==> config.mk <==
export PLATFORM = sky130hd
export DESIGN_NAME = crx_exec
export DESIGN_NICKNAME = d
export VERILOG_FILES = /design/src/crx_exec.v /design/src/crx_alu.v /design/src/crx_stack.v
export VERILOG_INCLUDE_DIRS = /design/src
export SDC_FILE = /design/constraint.sdc
export NUM_CORES = 1
export LEC_CHECK = 0
export ABC_AREA = 0
export BUFFER_PORTS_ARGS = -buffer_cell sky130_fd_sc_hd__buf_2
export CAP_MARGIN = 20
export CORE_UTILIZATION = 40
export CTS_CLUSTER_SIZE = 14
export DETAILED_ROUTE_END_ITERATION = 10
export PLACE_DENSITY_LB_ADDON = 0.25
export SETUP_SLACK_MARGIN = 0.4
export SLEW_MARGIN = 5
export SYNTH_ARGS = -nofsm -noshare
export SYNTH_HDL_FRONTEND = slang
export SYNTH_SLANG_ARGS = --single-unit
==> constraint.sdc <==
create_clock -name I_SYS_CLK -period 9.14 [get_ports I_SYS_CLK]
set_input_delay 0.457 -clock I_SYS_CLK [delete_from_list [all_inputs] [get_ports I_SYS_CLK]]
set_output_delay 0.457 -clock I_SYS_CLK [all_outputs]
set_load 0.01 [all_outputs]
==> src/crx_regs.vh <==
// Purpose: Shared constants of the instruction execute block
// Assumes: Included by bare name from the execute stage and the operation unit
// Notes:   Offsets are byte addresses on the register bus
`ifndef CRX_REGS_VH
`define CRX_REGS_VH

// Register bus offsets
`define CRX_ADR_ACCUM       8'h00
`define CRX_ADR_STATUS      8'h04
`define CRX_ADR_PC          8'h08
`define CRX_ADR_OPTION      8'h0C
`define CRX_ADR_DIRECTION   8'h10

// Status register field positions
`define CRX_ST_CARRY        0
`define CRX_ST_DIGIT        1
`define CRX_ST_ZERO         2
`define CRX_ST_PDOWN        3
`define CRX_ST_TOUT         4
`define CRX_ST_GIE          5
`define CRX_ST_SLEEP        6
`define CRX_ST_BUSY         7
`define CRX_ST_UNSUP        8

// Reset values
`define CRX_RST_ACCUM       8'h00
`define CRX_RST_OPTION      8'hFF
`define CRX_RST_DIRECTION   8'hFF
`define CRX_RST_FLAGS       5'h18

// Timing counts in instruction cycles
`define CRX_CYC_BRANCH      2
`define CRX_CYC_SIMPLE      1

// Opcode patterns
`define CRX_OP_STORE7       7'h01
`define CRX_OP_RETURN       14'h0008
`define CRX_OP_INTRET       14'h0009
`define CRX_OP_OPTION       14'h0062
`define CRX_OP_SLEEP        14'h0063
`define CRX_OP_DIRLOAD11    11'h00C
`define CRX_OP_MOVE_F       6'h08
`define CRX_OP_ROT_R        6'h0C
`define CRX_OP_ROT_L        6'h0D
`define CRX_OP_SUB_F        6'h02
`define CRX_OP_XOR_F        6'h06
`define CRX_OP_SWAP_F       6'h0E
`define CRX_OP_LOAD_L4      4'hC
`define CRX_OP_RETLW4       4'hD
`define CRX_OP_SUB_L5       5'h1E
`define CRX_OP_XOR_L6       6'h3A

// Operation unit selects
`define CRX_ALU_PASS        3'h0
`define CRX_ALU_ROT_R       3'h1
`define CRX_ALU_ROT_L       3'h2
`define CRX_ALU_SUB         3'h3
`define CRX_ALU_XOR         3'h4
`define CRX_ALU_SWAP        3'h5

`endif

==> src/crx_exec.v <==
// Purpose: Execute stage for moves, returns, rotates, subtracts, swap, xor,
//          legacy loads, no-operation and power-down
// Assumes: Fetch path offers one instruction word at a time on the same clock
// Notes:   Tags mark the logic of each rule
// Overview of operation
// RULE_01: Destination bit chooses accumulator or file register
// RULE_02: Literal return loads accumulator, pops, two cycles
// RULE_03: Subroutine return pops into counter, two cycles
// RULE_04: Rotate right through carry, only carry changes
// RULE_05: Rotate left through carry, only carry changes
// RULE_06: Power-down clears pd, sets to, clears watchdog
// RULE_07: After power-down, halt oscillator in low power
// RULE_08: Literal minus accumulator, updates carry, digit, zero
// RULE_09: File minus accumulator, routed, updates three flags
// RULE_10: Subtract carry is set when no borrow
// RULE_11: Xor literal into accumulator, zero flag only
// RULE_12: Xor file with accumulator, routed, zero only
// RULE_13: Legacy direction load writes direction register 5-7
// RULE_14: Moves take one cycle, only file move touches zero
// RULE_15: Nibble swap routed, no flag changes
// RULE_16: Interrupt return pops and sets global enable
`timescale 1ns/10ps
`default_nettype none
`include "crx_regs.vh"
module crx_exec
#(
    parameter AW = 13
)
(
    input  wire          I_SYS_CLK,
    input  wire          I_RST,
    input  wire          I_WB_CYC,
    input  wire          I_WB_STB,
    input  wire          I_WB_WE,
    input  wire [7:0]    I_WB_ADR,
    input  wire [3:0]    I_WB_SEL,
    input  wire [31:0]   I_WB_DAT,
    output reg  [31:0]   O_WB_DAT,
    output reg           O_WB_ACK,
    input  wire [13:0]   I_INSTR,
    input  wire          I_INSTR_VALID,
    output wire          O_INSTR_READY,
    input  wire          I_PUSH,
    input  wire [AW-1:0] I_PUSH_ADDR,
    input  wire          I_WAKE,
    output reg  [6:0]    O_FILE_ADDR,
    input  wire [7:0]    I_FILE_RDATA,
    output reg           O_FILE_WE,
    output reg  [7:0]    O_FILE_WDATA,
    output reg           O_PC_LOAD,
    output reg  [AW-1:0] O_PC_VALUE,
    output reg           O_WATCHDOG_CLEAR,
    output reg           O_SLEEP,
    output reg           O_GLOBAL_INT_EN,
    output reg  [7:0]    O_OPTION,
    output reg  [7:0]    O_DIRECTION_5,
    output reg  [7:0]    O_DIRECTION_6,
    output reg  [7:0]    O_DIRECTION_7
);
    localparam ST_IDLE   = 2'h0;
    localparam ST_EXEC   = 2'h1;
    localparam ST_SECOND = 2'h2;
    localparam ST_SLEEP  = 2'h3;

    reg  [1:0]    state_reg;
    reg  [1:0]    state_next;
    reg  [13:0]   instr_reg;
    reg  [7:0]    accum_reg;
    reg           carry_reg;
    reg           digit_reg;
    reg           zero_reg;
    reg           pdown_reg;
    reg           tout_reg;
    reg           unsup_reg;
    reg           ack_reg;
    reg           wake_s1_reg;
    reg           wake_s2_reg;

    reg  [2:0]    alu_sel;
    reg  [7:0]    alu_opnd;
    reg           to_file;
    reg           to_accum;
    reg           upd_c;
    reg           upd_dc;
    reg           upd_z;
    reg           do_pop;
    reg           do_gie;
    reg           do_sleep;
    reg           do_option;
    reg           do_dir;
    reg           is_unsup;
    wire [7:0]    alu_res;
    wire          alu_c;
    wire          alu_dc;
    wire [AW-1:0] stack_top;

    wire exec    = (state_reg == ST_EXEC);
    wire wb_req  = I_WB_CYC & I_WB_STB & ~ack_reg;
    wire wb_wr   = wb_req & I_WB_WE;
    wire wr_acc  = wb_wr & I_WB_SEL[0] & (I_WB_ADR == `CRX_ADR_ACCUM);
    wire wr_st   = wb_wr & (I_WB_ADR == `CRX_ADR_STATUS);
    wire two_cyc = exec & do_pop;

    assign O_INSTR_READY = (state_reg == ST_IDLE);

    function is_two_cycle;
        input [13:0] op;
        begin
            is_two_cycle = (op == `CRX_OP_RETURN) || (op == `CRX_OP_INTRET) ||
                           (op[13:10] == `CRX_OP_RETLW4);
        end
    endfunction

    crx_alu u_alu
    (
        .i_sel    (alu_sel),
        .i_opnd   (alu_opnd),
        .i_accum  (accum_reg),
        .i_carry  (carry_reg),
        .o_result (alu_res),
        .o_carry  (alu_c),
        .o_digit  (alu_dc)
    );

    crx_stack #(.DEPTH(8), .PTRW(3), .AW(AW)) u_stack
    (
        .i_sys_clk   (I_SYS_CLK),
        .i_rst       (I_RST),
        .i_push      (I_PUSH),
        .i_push_addr (I_PUSH_ADDR),
        .i_pop       (exec & do_pop),
        .o_top       (stack_top)
    );

    // Instruction decode
    always @*
    begin
        alu_sel   = `CRX_ALU_PASS;
        alu_opnd  = I_FILE_RDATA;
        to_file   = 1'b0;
        to_accum  = 1'b0;
        upd_c     = 1'b0;
        upd_dc    = 1'b0;
        upd_z     = 1'b0;
        do_pop    = 1'b0;
        do_gie    = 1'b0;
        do_sleep  = 1'b0;
        do_option = 1'b0;
        do_dir    = 1'b0;
        is_unsup  = 1'b0;
        if (instr_reg[13:12] == 2'b00)
        begin
            to_file  = instr_reg[7];                            // [RULE_01]
            to_accum = ~instr_reg[7];                           // [RULE_01]
            case (instr_reg[13:8])
                `CRX_OP_MOVE_F: upd_z = 1'b1;                   // [RULE_14]
                `CRX_OP_ROT_R:
                begin
                    alu_sel = `CRX_ALU_ROT_R;                   // [RULE_04]
                    upd_c   = 1'b1;
                end
                `CRX_OP_ROT_L:
                begin
                    alu_sel = `CRX_ALU_ROT_L;                   // [RULE_05]
                    upd_c   = 1'b1;
                end
                `CRX_OP_SUB_F:
                begin
                    alu_sel = `CRX_ALU_SUB;                     // [RULE_09]
                    upd_c   = 1'b1;
                    upd_dc  = 1'b1;
                    upd_z   = 1'b1;
                end
                `CRX_OP_XOR_F:
                begin
                    alu_sel = `CRX_ALU_XOR;                     // [RULE_12]
                    upd_z   = 1'b1;
                end
                `CRX_OP_SWAP_F: alu_sel = `CRX_ALU_SWAP;        // [RULE_15]
                default:
                begin
                    to_file  = 1'b0;
                    to_accum = 1'b0;
                    alu_opnd = accum_reg;
                    if (instr_reg[13:7] == `CRX_OP_STORE7)
                        to_file = 1'b1;                         // [RULE_14]
                    else if (instr_reg == `CRX_OP_RETURN)
                        do_pop = 1'b1;                          // [RULE_03]
                    else if (instr_reg == `CRX_OP_INTRET)
                    begin
                        do_pop = 1'b1;                          // [RULE_16]
                        do_gie = 1'b1;
                    end
                    else if (instr_reg == `CRX_OP_SLEEP)
                        do_sleep = 1'b1;                        // [RULE_06]
                    else if (instr_reg == `CRX_OP_OPTION)
                        do_option = 1'b1;
                    else if (instr_reg[13:3] == `CRX_OP_DIRLOAD11 &&
                             instr_reg[2:0] >= 3'h5)
                        do_dir = 1'b1;                          // [RULE_13]
                    else if (instr_reg[13:7] != 7'h00 || instr_reg[4:0] != 5'h00)
                        is_unsup = 1'b1;
                end
            endcase
        end
        else if (instr_reg[13:12] == 2'b11)
        begin
            alu_opnd = instr_reg[7:0];
            if (instr_reg[13:10] == `CRX_OP_LOAD_L4)
                to_accum = 1'b1;                                // [RULE_14]
            else if (instr_reg[13:10] == `CRX_OP_RETLW4)
            begin
                to_accum = 1'b1;                                // [RULE_02]
                do_pop   = 1'b1;
            end
            else if (instr_reg[13:9] == `CRX_OP_SUB_L5)
            begin
                alu_sel  = `CRX_ALU_SUB;                        // [RULE_08]
                to_accum = 1'b1;
                upd_c    = 1'b1;
                upd_dc   = 1'b1;
                upd_z    = 1'b1;
            end
            else if (instr_reg[13:8] == `CRX_OP_XOR_L6)
            begin
                alu_sel  = `CRX_ALU_XOR;                        // [RULE_11]
                to_accum = 1'b1;
                upd_z    = 1'b1;
            end
            else
                is_unsup = 1'b1;
        end
        else
            is_unsup = 1'b1;
    end

    // Sequencer
    always @*
    begin
        state_next = state_reg;
        case (state_reg)
            ST_IDLE:
                if (I_INSTR_VALID)
                    state_next = ST_EXEC;
            ST_EXEC:
                if (two_cyc)
                    state_next = ST_SECOND;                     // [RULE_02] [RULE_03]
                else if (do_sleep)
                    state_next = ST_SLEEP;                      // [RULE_07]
                else
                    state_next = ST_IDLE;
            ST_SECOND: state_next = ST_IDLE;
            ST_SLEEP:
                if (wake_s2_reg)
                    state_next = ST_IDLE;
            default: state_next = ST_IDLE;
        endcase
    end

    always @(posedge I_SYS_CLK or posedge I_RST)
    begin
        if (I_RST)
        begin
            state_reg        <= ST_IDLE;
            instr_reg        <= 14'h0000;
            accum_reg        <= `CRX_RST_ACCUM;
            {tout_reg, pdown_reg, zero_reg, digit_reg, carry_reg} <= `CRX_RST_FLAGS;
            unsup_reg        <= 1'b0;
            ack_reg          <= 1'b0;
            wake_s1_reg      <= 1'b0;
            wake_s2_reg      <= 1'b0;
            O_WB_DAT         <= 32'h00000000;
            O_WB_ACK         <= 1'b0;
            O_FILE_ADDR      <= 7'h00;
            O_FILE_WE        <= 1'b0;
            O_FILE_WDATA     <= 8'h00;
            O_PC_LOAD        <= 1'b0;
            O_PC_VALUE       <= {AW{1'b0}};
            O_WATCHDOG_CLEAR <= 1'b0;
            O_SLEEP          <= 1'b0;
            O_GLOBAL_INT_EN  <= 1'b0;
            O_OPTION         <= `CRX_RST_OPTION;
            O_DIRECTION_5    <= `CRX_RST_DIRECTION;
            O_DIRECTION_6    <= `CRX_RST_DIRECTION;
            O_DIRECTION_7    <= `CRX_RST_DIRECTION;
        end
        else
        begin
            state_reg        <= state_next;
            wake_s1_reg      <= I_WAKE;
            wake_s2_reg      <= wake_s1_reg;
            O_FILE_WE        <= 1'b0;
            O_PC_LOAD        <= 1'b0;
            O_WATCHDOG_CLEAR <= 1'b0;
            O_SLEEP          <= (state_next == ST_SLEEP);       // [RULE_07]
            if (O_INSTR_READY && I_INSTR_VALID)
            begin
                instr_reg   <= I_INSTR;
                O_FILE_ADDR <= I_INSTR[6:0];
            end
            // Execution results override bus writes
            if (wr_acc)
                accum_reg <= I_WB_DAT[7:0];
            if (wr_st && I_WB_SEL[0])
            begin
                carry_reg       <= I_WB_DAT[`CRX_ST_CARRY];
                digit_reg       <= I_WB_DAT[`CRX_ST_DIGIT];
                zero_reg        <= I_WB_DAT[`CRX_ST_ZERO];
                pdown_reg       <= I_WB_DAT[`CRX_ST_PDOWN];
                tout_reg        <= I_WB_DAT[`CRX_ST_TOUT];
                O_GLOBAL_INT_EN <= I_WB_DAT[`CRX_ST_GIE];
            end
            if (wr_st && I_WB_SEL[1] && I_WB_DAT[`CRX_ST_UNSUP])
                unsup_reg <= 1'b0;
            if (exec)
            begin
                if (to_accum)
                    accum_reg <= alu_res;                       // [RULE_01]
                if (to_file)
                begin
                    O_FILE_WE    <= 1'b1;                       // [RULE_01]
                    O_FILE_WDATA <= alu_res;
                end
                if (upd_c)
                    carry_reg <= alu_c;                         // [RULE_10]
                if (upd_dc)
                    digit_reg <= alu_dc;
                if (upd_z)
                    zero_reg <= (alu_res == 8'h00);
                if (do_pop)
                begin
                    O_PC_LOAD  <= 1'b1;                         // [RULE_03]
                    O_PC_VALUE <= stack_top;
                end
                if (do_gie)
                    O_GLOBAL_INT_EN <= 1'b1;                    // [RULE_16]
                if (do_sleep)
                begin
                    pdown_reg        <= 1'b0;                   // [RULE_06]
                    tout_reg         <= 1'b1;
                    O_WATCHDOG_CLEAR <= 1'b1;
                end
                if (do_option)
                    O_OPTION <= accum_reg;
                if (do_dir)
                    case (instr_reg[1:0])
                        2'h1:    O_DIRECTION_5 <= accum_reg;    // [RULE_13]
                        2'h2:    O_DIRECTION_6 <= accum_reg;
                        default: O_DIRECTION_7 <= accum_reg;
                    endcase
                if (is_unsup)
                    unsup_reg <= 1'b1;
            end
            // Bus slave answer, one wait state
            ack_reg  <= wb_req;
            O_WB_ACK <= wb_req;
            O_WB_DAT <= 32'h00000000;
            if (wb_req && !I_WB_WE)
                case (I_WB_ADR)
                    `CRX_ADR_ACCUM:     O_WB_DAT <= {24'h000000, accum_reg};
                    `CRX_ADR_STATUS:    O_WB_DAT <= {23'h000000, unsup_reg,
                                            ~O_INSTR_READY, O_SLEEP,
                                            O_GLOBAL_INT_EN, tout_reg,
                                            pdown_reg, zero_reg,
                                            digit_reg, carry_reg};
                    `CRX_ADR_PC:        O_WB_DAT <= {{(32-AW){1'b0}}, O_PC_VALUE};
                    `CRX_ADR_OPTION:    O_WB_DAT <= {24'h000000, O_OPTION};
                    `CRX_ADR_DIRECTION: O_WB_DAT <= {8'h00, O_DIRECTION_7,
                                            O_DIRECTION_6, O_DIRECTION_5};
                    default:            O_WB_DAT <= 32'h00000000;
                endcase
        end
    end
endmodule // crx_exec
`default_nettype wire

==> src/crx_alu.v <==
// Purpose: Combinational operation unit
// Assumes: Select codes from crx_regs.vh
// Notes:   Subtract gives operand minus accumulator; carry is the inverted borrow
`timescale 1ns/10ps
`default_nettype none
`include "crx_regs.vh"
module crx_alu
(
    input  wire [2:0] i_sel,
    input  wire [7:0] i_opnd,
    input  wire [7:0] i_accum,
    input  wire       i_carry,
    output reg  [7:0] o_result,
    output reg        o_carry,
    output reg        o_digit
);
    reg [8:0] diff;
    reg [4:0] ndiff;

    always @*
    begin
        diff     = {1'b0, i_opnd} + {1'b0, ~i_accum} + 9'h001;
        ndiff    = {1'b0, i_opnd[3:0]} + {1'b0, ~i_accum[3:0]} + 5'h01;
        o_result = i_opnd;
        o_carry  = i_carry;
        o_digit  = 1'b0;
        case (i_sel)
            `CRX_ALU_ROT_R:
            begin
                o_result = {i_carry, i_opnd[7:1]};
                o_carry  = i_opnd[0];
            end
            `CRX_ALU_ROT_L:
            begin
                o_result = {i_opnd[6:0], i_carry};
                o_carry  = i_opnd[7];
            end
            `CRX_ALU_SUB:
            begin
                o_result = diff[7:0];
                o_carry  = diff[8];
                o_digit  = ndiff[4];
            end
            `CRX_ALU_XOR:  o_result = i_opnd ^ i_accum;
            `CRX_ALU_SWAP: o_result = {i_opnd[3:0], i_opnd[7:4]};
            default:       o_result = i_opnd;
        endcase
    end
endmodule // crx_alu
`default_nettype wire

==> src/crx_stack.v <==
// Purpose: Return address stack held in flip-flops
// Assumes: Push and pop never in the same cycle
// Notes:   Wraps silently on overflow and underflow
`timescale 1ns/10ps
`default_nettype none
module crx_stack
#(
    parameter DEPTH = 8,
    parameter PTRW  = 3,
    parameter AW    = 13
)
(
    input  wire          i_sys_clk,
    input  wire          i_rst,
    input  wire          i_push,
    input  wire [AW-1:0] i_push_addr,
    input  wire          i_pop,
    output wire [AW-1:0] o_top
);
    reg [AW-1:0]   mem_reg [0:DEPTH-1];
    reg [PTRW-1:0] ptr_reg;
    integer        k;

    assign o_top = mem_reg[ptr_reg - {{(PTRW-1){1'b0}}, 1'b1}];

    always @(posedge i_sys_clk or posedge i_rst)
    begin
        if (i_rst)
        begin
            ptr_reg <= {PTRW{1'b0}};
            for (k = 0; k < DEPTH; k = k + 1)
                mem_reg[k] <= {AW{1'b0}};
        end
        else if (i_push)
        begin
            mem_reg[ptr_reg] <= i_push_addr;
            ptr_reg          <= ptr_reg + {{(PTRW-1){1'b0}}, 1'b1};
        end
        else if (i_pop)
            ptr_reg <= ptr_reg - {{(PTRW-1){1'b0}}, 1'b1};
    end
endmodule // crx_stack
`default_nettype wire

======== Yosys cells after proc, flatten, opt, wreduce, memory -nomap -nowiden ========
Index checks and enable logic that the tools add are counted.
word-level totals
  register bits ........................... 237
  bits in latches ......................... 0
  bits in writable memories ............... 0
  memory bits (read-only) ................. 0
  input port bits ......................... 87
  output and inout bits ................... 99
  word-level logic and storage cells ...... 247
  memories kept ........................... 0
operators by class
  add/sub/neg operators ................... 6
  $mul .................................... 0
  divide/modulo/power cells ............... 0
  magnitude comparators ................... 4
  equal/unequal tests ..................... 33
  shift operators ......................... 0
  muxes and demuxes ....................... 128
  bitwise gates (word level) .............. 16
  reductions and logical operators ........ 26
operators by type and width
  kind                                                                    count
  24-bit case mux with 5 select lines                                     1
  104-bit bitwise mux                                                     1
  1-bit 2-to-1 mux                                                        98
  8-bit 2-to-1 mux                                                        6
  8-bit case mux with 5 select lines                                      1
  13-bit binary-select mux with 3-bit select                              1
  13-bit demux with 3-bit select                                          1
  13-bit 2-to-1 mux                                                       3
  14-bit by 4-bit equality test with 1-bit output, second input constant  2
  14-bit by 7-bit equality test with 1-bit output, second input constant  2
  6-bit by 4-bit equality test with 1-bit output, second input constant   4
  24-bit 2-to-1 mux                                                       1
  3-bit 2-to-1 mux                                                        8
  8-bit by 4-bit equality test with 1-bit output, second input constant   2
  8-bit zero test                                                         2
  3-bit case mux with 5 select lines                                      1
  11-bit by 4-bit equality test with 1-bit output, second input constant  1
  2-bit equality test, second input constant                              5
  8-bit by 8-bit adder with 9-bit output                                  1
  9-bit by 1-bit adder with 9-bit output, second input constant           1
  3-bit AND reduction                                                     3
  4-bit equality test, second input constant                              2
  8-bit by 3-bit equality test with 1-bit output, second input constant   1
  8-bit by 5-bit equality test with 1-bit output, second input constant   1
  37 further kinds                                                        64

======== Depth between registers and ports, before layout ========
Gate-level depths: netlist of run 1.
  depth after elaboration ................. 13
  mapped depth ............................ 17
  mapped depth without buffers ............ 15

======== Cells and area by module ========
A second synthesis of run 1 with hierarchy kept.
second synthesis, totals
  cell total of the unflattened synthesis .. 983
  area, all modules ....................... 11601.1 um^2
modules (own cells, without submodules)
  module     times used  cells each  area an instance (um^2)  sequential area each (um^2)
  crx_exec   1           464         5632.9                   2920.3
  crx_stack  1           381         5047.3                   2677.6
  crx_alu    1           138         920.9                    0.0

======== Worst setup path before layout of run 1 ========
Ideal clock, no wire load.
  path kind ............................... reg2reg
  start point ............................. register instr_reg[11]
  end point ............................... register zero_reg
  library setup time ...................... 120 ps
  arrival ................................. 3136 ps
  required time ........................... 9020 ps
  setup slack ............................. 5884 ps
  stages on the path, launching flop included .. 14
  buffers on the path ..................... 1
  clock period less this slack ............ 3256 ps
  cells stage by stage .................... dfrtp_1 > or3_1 > o221a_2 > buf_6 > mux2i_1 > mux2i_1 > ha_1 > nor2b_1 > o2111a_1 > o31a_1 > o311ai_0 > o22ai_1 > and4_1 > a31o_1
on the way
  cells in the longest elaborated chain, start to end .. 12
  elaborated cells between the ends (all ways) .. 40
  those cells by class .................... add/sub: 2; eq/ne: 15; mux: 19; bitwise: 1; reduce/logical: 3
RTL lines
  item                                                                                             RTL line        source
  start, declared                                                                                  crx_exec.v:67   reg [13:0] instr_reg;
  start signal, assigned                                                                           crx_exec.v:265  instr_reg <= 14'h0000;
  start signal, assigned                                                                           crx_exec.v:298  instr_reg <= I_INSTR;
  parallel branches: the longest is 10 deep, another holds 8-bit by 8-bit adder with 9-bit output  -
  1-bit 2-to-1 mux (*)                                                                             crx_exec.v:328  if (upd_z)
  1-bit 2-to-1 mux (*)                                                                             crx_exec.v:315  if (exec)
  end signal, assigned                                                                             crx_exec.v:267  {tout_reg, pdown_reg, zero_reg, digit_reg, carry_reg} <= `CRX_RST_FLAGS;
  end signal, assigned                                                                             crx_exec.v:308  zero_reg <= I_WB_DAT[`CRX_ST_ZERO];
  end signal, assigned                                                                             crx_exec.v:329  zero_reg <= (alu_res == 8'h00);
  end, declared                                                                                    crx_exec.v:71   reg zero_reg;
Every way passes the cells marked *.
A chain may end at the register's enable or synchronous reset.

======== Worst setup path in the final report of run 1 ========
  start point ............................. register instr_reg[12]
  end point ............................... register zero_reg
The elaborated chain is that of the path after synthesis.

==> results of run 1 <==
==> per-layer routing <==
layer  track usage  up-vias  part of all wire  wire, µm
li1              -     3516                 -         -
met1         0.277     3760              0.45     12700
met2         0.333      229              0.47     13200
met3        0.0350       50             0.055      1560
met4        0.0557        6             0.025       713
met5             0        -            0.0012        34
==> worst register-to-register path: stages, from the launching register on <==
cell and delay (ns):
dfrtp_1 0.91, nand2b_1 0.20, o221a_2 0.40, mux2i_1 0.30
o21ai_1 0.11, ha_1 0.39, a21oi_1 0.28, nor2b_1 0.13
o31ai_1 0.39, mux2i_1 0.23, o22ai_1 0.14, and4_1 0.27
a31o_1 0.23
==> power breakdown <==
part           switching (mW)  internal, mW
sequential              0.310          1.31
combinational           0.682         0.765
clock                   0.394         0.639
total                    1.38          2.71
==> path summary, 6_finish.rpt <==
path | startpoint | depth (start not counted) | slack, ns | to
min | I_RST | 2 | 0.04 | O_FILE_ADDR[4]
max reg2reg | instr_reg[12] | 12 | 5.05 | zero_reg
min reg2reg | wake_s1_reg | 0 | 0.35 | wake_s2_reg
max | instr_reg[12] | 12 | 5.05 | zero_reg
min in group I_SYS_CLK | I_WAKE | 1 | 0.05 | wake_s1_reg
max in group asynchronous | I_RST | 3 | 7.73 | u_stack.mem_reg[67]
==> metrics by stage <==
step	std cells	util	instance area, µm²
3_3_place_gp	1340	0.444	12000
5_1_grt	1383	0.476	12900
3_5_place_dp	1340	0.444	12000
2_1_floorplan	906	-	11100
4_1_cts	1383	0.476	12900
6_report	1384	0.476	12900
==> cell usage in the layout (no fill, tap or decap), drive strengths merged, types with 7 or more instances in the layout <==
cell type / n
dfrtp: 188
buf: 162
mux2: 155
nor2: 54
nand2: 48
mux2i: 38
a21oi: 37
o21ai: 37
clkbuf: 36
dfstp: 34
mux4: 27
inv: 23
nand2b: 16
nor3: 16
ha: 15
and3: 13
a22oi: 12
conb: 8
nor2b: 7
a222oi: 7
==> cell type report <==
| type | instances | area, µm² |
|---|---|---|
| Antenna cell | 1 | 2.50 |
| Clock buffer | 36 | 737 |
| Clock inverter | 7 | 110 |
| Fill cell | 2513 | 14200 |
| Inverter | 23 | 93.8 |
| Multi-Input combinational cell | 592 | 5050 |
| Sequential cell | 222 | 5600 |
| Tap cell | 341 | 427 |
| Timing Repair Buffer | 162 | 836 |
==> cells by family after synthesis <==
group	Yosys count	synth area share
flops	222	0.507
mux	220	0.248
fa+ha+maj	16	0.0188
compound gates	144	0.0854
buf+inv	92	0.0404
other cells	1	0.000340
simple gates	200	0.0970
xor+xnor	4	0.00317
==> impl_metrics.yaml, run 1 <==
clock_network:
  numCtsBuffers: 25
  cts_num_sinks: 222
  clk_latency_ns: 0.52
  cts_tree: "built"
  clk_pin_slew_worst_paths_ns: 0.06
  cts_resized: 0
  htree_levels: 1
  cts_hold_repair.buffers: 0
  cts_setup_buffers: 0
  cts_buffer_depth: 3
  cts-root-buf: "clkbuf_16"
pwr:
  p_leak_nw: 5.86
  total_power_mw: 4.10
  p_per_area_nw_per_um2: 319
  vdd_drop_max_uv: 164
synth:
  netlist_area_um2: 11000
  yosysMostFrequentCell: "dfrtp_1"
  syn_inst: 899
  yosysUniqueCellTypes: 74
  yosysTopAreaCell: "dfrtp_1"
  synthTopCellsByArea: "dfrtp_1, mux2_2, dfstp_2"
  synth_common_cells: "dfrtp_1, mux2_2, nor2_1, nand2_1, mux2i_1"
  synth_edf_count: 0
  synth_top_flop_cell: "dfrtp_1"
  yosysWarnings: 0
  yosysTopAreaCellShare: 0.426
  avgSynthCellArea_um2: 12.3
  async_flop_share: 1.00
  ys_ff_latch: 222
  ys_seq_area_frac: 0.507
global_route:
  grt_start_max_net_pins: 105
  grt_use_total: 0.203
  grt_pass1_vias: 7532
  antenna_found_initial: 4
  grt_pass1_wl_um: 44400
  overflow: 0
die:
  coreArea_um2: 27000
  die_h_um: 168
  ioPinCount: 186
  rows: 60
  die_area_um2: 28300
  start_util: 0.408
  die_x_um: 168
timing:
  final_hold_viol_count: 0
  maxSlewHeadroom: 0.271
  fin_hold_ws_ns: 0.0398
  worst_pin_slew_ns: 1.09
  max_freq_mhz: 245
  fin_crit_sh: 0.447
  slew_violations: 0
  tns_ns: 0
  layout_min_cycle_time_ns: 4.09
  rsz0062_at_grt: "false"
  fin_skew_ns: 0.0110
  setup_violations: 0
  worst_slack_ns: 5.05
critical_path:
  crit_type: "flip-flop to flip-flop"
  crit_fanout: 25
  startpoint_type: "flip-flop"
  path_delay_family: "compound AO/OA/AOI/OAI gates"
  cp_cell_sequence: "nand2b_1, o221a_2, mux2i_1, o21ai_1, ha_1, a21oi_1, nor2b_1, o31ai_1, mux2i_1, o22ai_1, and4_1, a31o_1"
  required_ns: 9.54
  worstPathArrival_ns: 4.49
  crit_top_cell: "mux2i_1"
  cpMaxStageDelayCell: "dfrtp_1"
  critPathMaxStageDelay_ns: 0.91
  worst-path-buf-inv: 0
  end_kind: "flip-flop"
drt:
  routed_wl_um: 28200
  wl_per_cell_um: 20.4
  firstDrtPassIters: 6
  first_iter_violations: 619
  via_count: 7561
  vias_per_cell: 5.46
  drc: 0
  antenna_left: 0
flow_run:
  drv_cap: 0
place:
  place_ws_ns: 5.08
  hpwl_um: 19500
  port_buffers: 152
  place.gp.congestion: 0.871
min_path:
  hp-class: "primary input to async pin"
outcome:
  status: "complete, no violations"
cells_and_area:
  largest_reg_flops: 104
  drive_gt1_frac: 0.412
  nets: 1129
  syn2layout_area_growth_pct: 16.5
No activity file was read; power rests on OpenSTA's default activity.
==> run 2: changes to the inputs <==
==> constraint.sdc (replaced) <==
create_clock -name I_SYS_CLK -period 3.57 [get_ports I_SYS_CLK]
set_input_delay 0.1785 -clock I_SYS_CLK [delete_from_list [all_inputs] [get_ports I_SYS_CLK]]
set_output_delay 0.1785 -clock I_SYS_CLK [all_outputs]
set_load 0.01 [all_outputs]
==> run 2 against run 1 <==
- flip-flop and latch count is the same
- clock power grew 150%
- die area stayed put
- largest power group is now combinational logic
- worst setup slack got worse by 4.7 ns
- clock skew down 0.0017 ns
- hold slack worse by 0.027 ns
- cell area increased by 5.8%
- via count is 5.9% higher
- routed wire length up 4.7%
- register-to-register slack worse by 4.7 ns
==> impl_metrics.yaml, run 2 (same netlist as run 1, synthesis figures left out) <==
pwr:
  p_int_mw: 7.25
  p_leak_nw: 6.19
  total_power_mw: 11.0
  power_switching_mw: 3.73
  vdd_drop_max_uv: 537
  power_frac_clock: 0.234
  pwr-share-seq: 0.356
  p_sw_frac: 0.340
  p_per_area_nw_per_um2: 807
  combPwrFrac: 0.410
global_route:
  grt_use_met1: 0.291
  grt_pass1_vias: 8051
  grt_start_max_net_pins: 82
  grtUsageMet2: 0.349
  grt_pass1_wl_um: 46900
  grt_most_used_layer: "met2"
  antenna_found_initial: 2
  grt_use_total: 0.212
  use_met3: 0.0327
  overflow: 0
timing:
  setup_violations: 0
  fin_skew_ns: 0.00922
  worst_pin_slew_ns: 1.00
  layout_min_cycle_time_ns: 3.20
  rsz0062_at_grt: "true"
  maxSlewHeadroom: 0.328
  worst_slack_ns: 0.367
  fin_crit_sh: 0.897
  max_freq_mhz: 312
  tns_ns: 0
  final_hold_viol_count: 0
  slew_violations: 0
critical_path:
  r2r_slack_ns: 0.37
  startpoint_type: "flip-flop"
  required_ns: 3.98
  end_kind: "flip-flop"
  crit_type: "flip-flop to flip-flop"
  crit_fanout: 5
  worstPathArrival_ns: 3.61
  r2r_cells: 12
clock_network:
  cts_buffer_depth: 3
  cts_tree: "built"
  clk_latency_ns: 0.51
  cts-root-buf: "clkbuf_16"
  numCtsBuffers: 25
  clk_pin_slew_worst_paths_ns: 0.06
  cts_num_sinks: 222
  htree_levels: 1
die:
  die_area_um2: 28300
  ioPinCount: 186
  start_util: 0.408
  die_h_um: 168
  rows: 60
  die_x_um: 168
  coreArea_um2: 27000
min_path:
  worstHoldPathCells: 2
  hp-class: "primary input to flip-flop"
cells_and_area:
  final_util: 0.503
  drive_gt1_frac: 0.446
  nets: 1200
  layout_common_cells: "dfrtp_1, buf_2, mux2_2"
  postLayoutCellArea_um2: 13600
  largest_reg_flops: 104
  final_common_cell: "dfrtp_1"
  syn2layout_area_growth_pct: 23.2
drt:
  firstDrtPassIters: 5
  routed_wl_um: 29500
  first_iter_violations: 470
  wl_per_cell_um: 20.3
  vias_per_cell: 5.51
  drc: 0
  via_count: 8005
  antenna_left: 0
place:
  place_ws_ns: 0.200
  place.gp.congestion: 0.897
  place_area_um2: 12300
  port_buffers: 152
  hpwl_um: 20700
flow_run:
  drv_cap: 0
outcome:
  status: "complete, no violations"
-- run 2: changes by cell type in the layout (fill, tap and decap cells not counted), sizes merged --
| cell | change |
|---|---|
| buf | +44 |
| dlygate4sd3 | +26 |
| clkinvlp | +3 |
| clkinv | -2 |
| clkbuf | -1 |
| inv | -1 |
| o221a | +1 |
-- run 2: power groups by stage --
| stage | logic [mW] | registers [mW] | clock network [mW] |
|---|---|---|---|
| 6_report | 4.49 | 3.91 | 2.57 |
| 3_3_place_gp | 4.11 | 3.92 | 0 |
| 5_1_grt | 4.87 | 4.03 | 2.71 |
| 2_1_floorplan | 2.94 | 3.81 | 0 |
| 3_5_place_dp | 4.17 | 3.95 | 0 |
| 4_1_cts | 4.36 | 3.91 | 2.63 |
-- run 2: layout make-up --
type | count | area [µm²]
fillers | 2400 | 13400
flip-flops and latches | 222 | 5600
multi-input cells | 593 | 5180
repair buffers | 232 | 1480
clock buffers | 35 | 703
well taps | 341 | 427
clock inverters | 7 | 115
inverters | 23 | 90.1
diodes | 1 | 2.50
-- run 2: worst paths after layout --
check	end	start
max	zero_reg	instr_reg[10]
min	u_stack.mem_reg[33]	I_PUSH_ADDR[7]
max reg2reg	zero_reg	instr_reg[10]
min reg2reg	wake_s2_reg	wake_s1_reg
max in group asynchronous	O_OPTION[0]	I_RST
min in group asynchronous	O_FILE_ADDR[5]	I_RST
-- run 2: metrics by stage --
step | cells | hold WS (ns)
4_1_cts | 1451 | 0.00382
2_1_floorplan | 906 | 0.210
3_5_place_dp | 1370 | 0.292
3_3_place_gp | 1370 | 0.291
6_report | 1454 | 0.0125
5_1_grt | 1453 | 0.0312
-- run 2: what timing repair did --
action,in CTS,in global routing
hold buffers,26,0
setup endpoints to repair,3,12
pin swaps,8,13
setup buffers,12,1
gates cloned,1,0
endpoints found under the hold margin,87,0
resized for setup,11,23
-- run 2: worst max-delay path, cell delays in order (launching register included) --
cell and delay, ns:
dfrtp_1 0.39, nand3b_1 0.24, o221a_4 0.35, mux2i_1 0.13, mux2i_1 0.20, ha_1 0.28, nor2b_4 0.13, o2111a_2 0.29
o31a_1 0.31, o311ai_2 0.28, o22ai_2 0.11, and4_1 0.22, a31o_1 0.17
-- run 2: metal layers --
layer | routed length (µm) | part of all wire
met2 | 13900 | 0.47
met1 | 13300 | 0.45
met4 | 828 | 0.028
met5 | 10 | 0.00034
met3 | 1520 | 0.051
==> run 3: changes to the inputs <==
--- a/config.mk
+++ b/config.mk
@@ -10,6 +10,7 @@
 export BUFFER_PORTS_ARGS = -buffer_cell sky130_fd_sc_hd__buf_2
 export CAP_MARGIN = 20
 export CORE_UTILIZATION = 40
+export CTS_BUF_LIST = sky130_fd_sc_hd__clkbuf_4
 export CTS_CLUSTER_SIZE = 14
 export DETAILED_ROUTE_END_ITERATION = 10
 export PLACE_DENSITY_LB_ADDON = 0.25
==> run 3 against run 2 <==
- hold slack improved by 0.029 ns
- clock-buffer cell count rose by 58
- worst setup slack got worse by 0.0029 ns
- flip-flop and latch count did not move
- global-route usage rose by 0.62 points
- critical path type unchanged
- largest power group unchanged
==> impl_metrics.yaml, run 3 (same netlist as run 1, synthesis figures left out) <==
critical_path:
  crit_type: "flip-flop to flip-flop"
  r2r_slack_ns: 0.36
  reg2reg_from: "instr_reg[10]"
  startpoint_type: "flip-flop"
  crit_fanout: 5
  worstPathArrival_ns: 3.79
  r2r_cells: 12
  startpoint: "instr_reg[10]"
  r2r_end: "zero_reg"
  end_kind: "flip-flop"
  crit_path_end: "zero_reg"
  required_ns: 4.16
place:
  place.gp.congestion: 0.897
  hpwl_um: 20700
  port_buffers: 152
  place_area_um2: 12300
timing:
  maxSlewHeadroom: 0.329
  rsz0062_at_grt: "true"
  final_hold_viol_count: 0
  slew_violations: 0
  fin_skew_ns: 0.0590
  layout_min_cycle_time_ns: 3.21
  tns_ns: 0
  fin_crit_sh: 0.898
  worst_pin_slew_ns: 0.998
  setup_violations: 0
  max_freq_mhz: 312
drt:
  routed_wl_um: 30200
  antenna_left: 0
  drc: 0
  firstDrtPassIters: 5
  via_count: 8365
  first_iter_violations: 519
  vias_per_cell: 5.41
  wl_per_cell_um: 19.5
cells_and_area:
  syn2layout_area_growth_pct: 24.8
  layout_common_cells: "dfrtp_1, buf_2, mux2_2"
  postLayoutCellArea_um2: 13800
  final_common_cell: "dfrtp_1"
  nets: 1256
  final_util: 0.510
  largest_reg_flops: 104
  drive_gt1_frac: 0.459
  fillers: 2411
die:
  rows: 60
  die_x_um: 168
  die_h_um: 168
  die_area_um2: 28300
  coreArea_um2: 27000
  start_util: 0.408
  ioPinCount: 186
pwr:
  total_power_mw: 10.6
  vdd_drop_max_uv: 332
  p_leak_nw: 6.34
  p_per_area_nw_per_um2: 772
global_route:
  grt_start_max_net_pins: 82
  grt_use_total: 0.219
  grt_pass1_wl_um: 48100
  overflow: 0
  grt_pass1_vias: 8445
  antenna_found_initial: 2
clock_network:
  numCtsBuffers: 59
  clk_pin_slew_worst_paths_ns: 0.07
  clk_latency_ns: 0.71
  cts_buffer_depth: 3
  cts-root-buf: "clkbuf_4"
  htree_levels: 2
  cts_tree: "built"
  cts_num_sinks: 222
min_path:
  worstHoldStart: "I_WB_STB"
  hp-class: "primary input to flip-flop"
flow_run:
  drv_cap: 0
outcome:
  status: "complete, no violations"
## run 3: cell types whose count changed in the layout (fill, tap and decap cells not counted), moves of 2 or more
cell	before	now
buf_4	49	47
clkbuf_4	0	93
bufinv_16	3	0
dlygate4sd3_1	26	51
clkbuf_1	6	0
inv_6	0	2
clkbuf_8	4	0
clkinv_1	0	12
clkbuf_16	25	0
## run 3: layout make-up
class                           instances  area [µm²]  share of cell area
Inverter                               23        90.1             0.00654
Timing Repair Buffer                  254        1700               0.124
Multi-Input combinational cell        593        5170               0.375
Tap cell                              341         427              0.0310
Clock inverter                         17        80.1             0.00581
Clock buffer                           93         698              0.0507
Sequential cell                       222        5600               0.407
Antenna cell                            2        5.00            0.000363
## run 3: repair_timing
item | in CTS | in global routing
resized for setup | 11 | 18
setup endpoints to repair | 1 | 13
buffers inserted | 10 | 0
cloned | 1 | 0
hold buffers | 50 | 1
pin swaps | 7 | 6
endpoints found under the hold margin | 191 | 7
## run 3: metal layers
layer / part of all wire / up-vias / GRT usage
met5: 0 / - / 0
met4: 0.027 / 0 / 0.0723
met3: 0.054 / 65 / 0.0418
met2: 0.47 / 291 / 0.355
met1: 0.45 / 4175 / 0.295
li1: - / 3834 / -
## run 3: report_power, final
| part | internal [mW] | switching (mW) | leakage, nW |
|---|---|---|---|
| Combinational | 2.28 | 2.16 | 3.24 |
| Sequential | 3.35 | 0.564 | 2.64 |
| Clock | 1.19 | 1.09 | 0.464 |
| Total | 6.82 | 3.82 | 6.34 |
## run 3: per-stage QoR
stage / setup WS [ns] / hold slack [ns] / cells
2_1_floorplan: 0.388 / 0.210 / 906
3_3_place_gp: 0.251 / 0.291 / 1370
3_5_place_dp: 0.200 / 0.292 / 1370
4_1_cts: 0.402 / 0.00479 / 1541
5_1_grt: 0.191 / 0.0294 / 1545
6_report: 0.364 / 0.0414 / 1545
## run 3: how the worst min path moves through the flow
stage / end / depth (start not counted)
2_1_floorplan: wake_s1_reg / 0
3_3_place_gp: wake_s1_reg / 1
3_5_place_dp: wake_s1_reg / 1
4_1_cts: O_WB_DAT[15] / 4
5_1_grt: O_WB_DAT[15] / 4
6_report: O_WB_DAT[15] / 4
## run 3: critical path: stages (launching register included)
cell      delay [ns]
dfrtp_1         0.40
nand3b_1        0.24
o221a_4         0.35
mux2i_1         0.13
mux2i_1         0.20
ha_1            0.28
nor2b_1         0.14
o2111a_2        0.29
o31a_1          0.30
o311ai_2        0.29
o22ai_2         0.11
and4_1          0.21
a31o_1          0.21
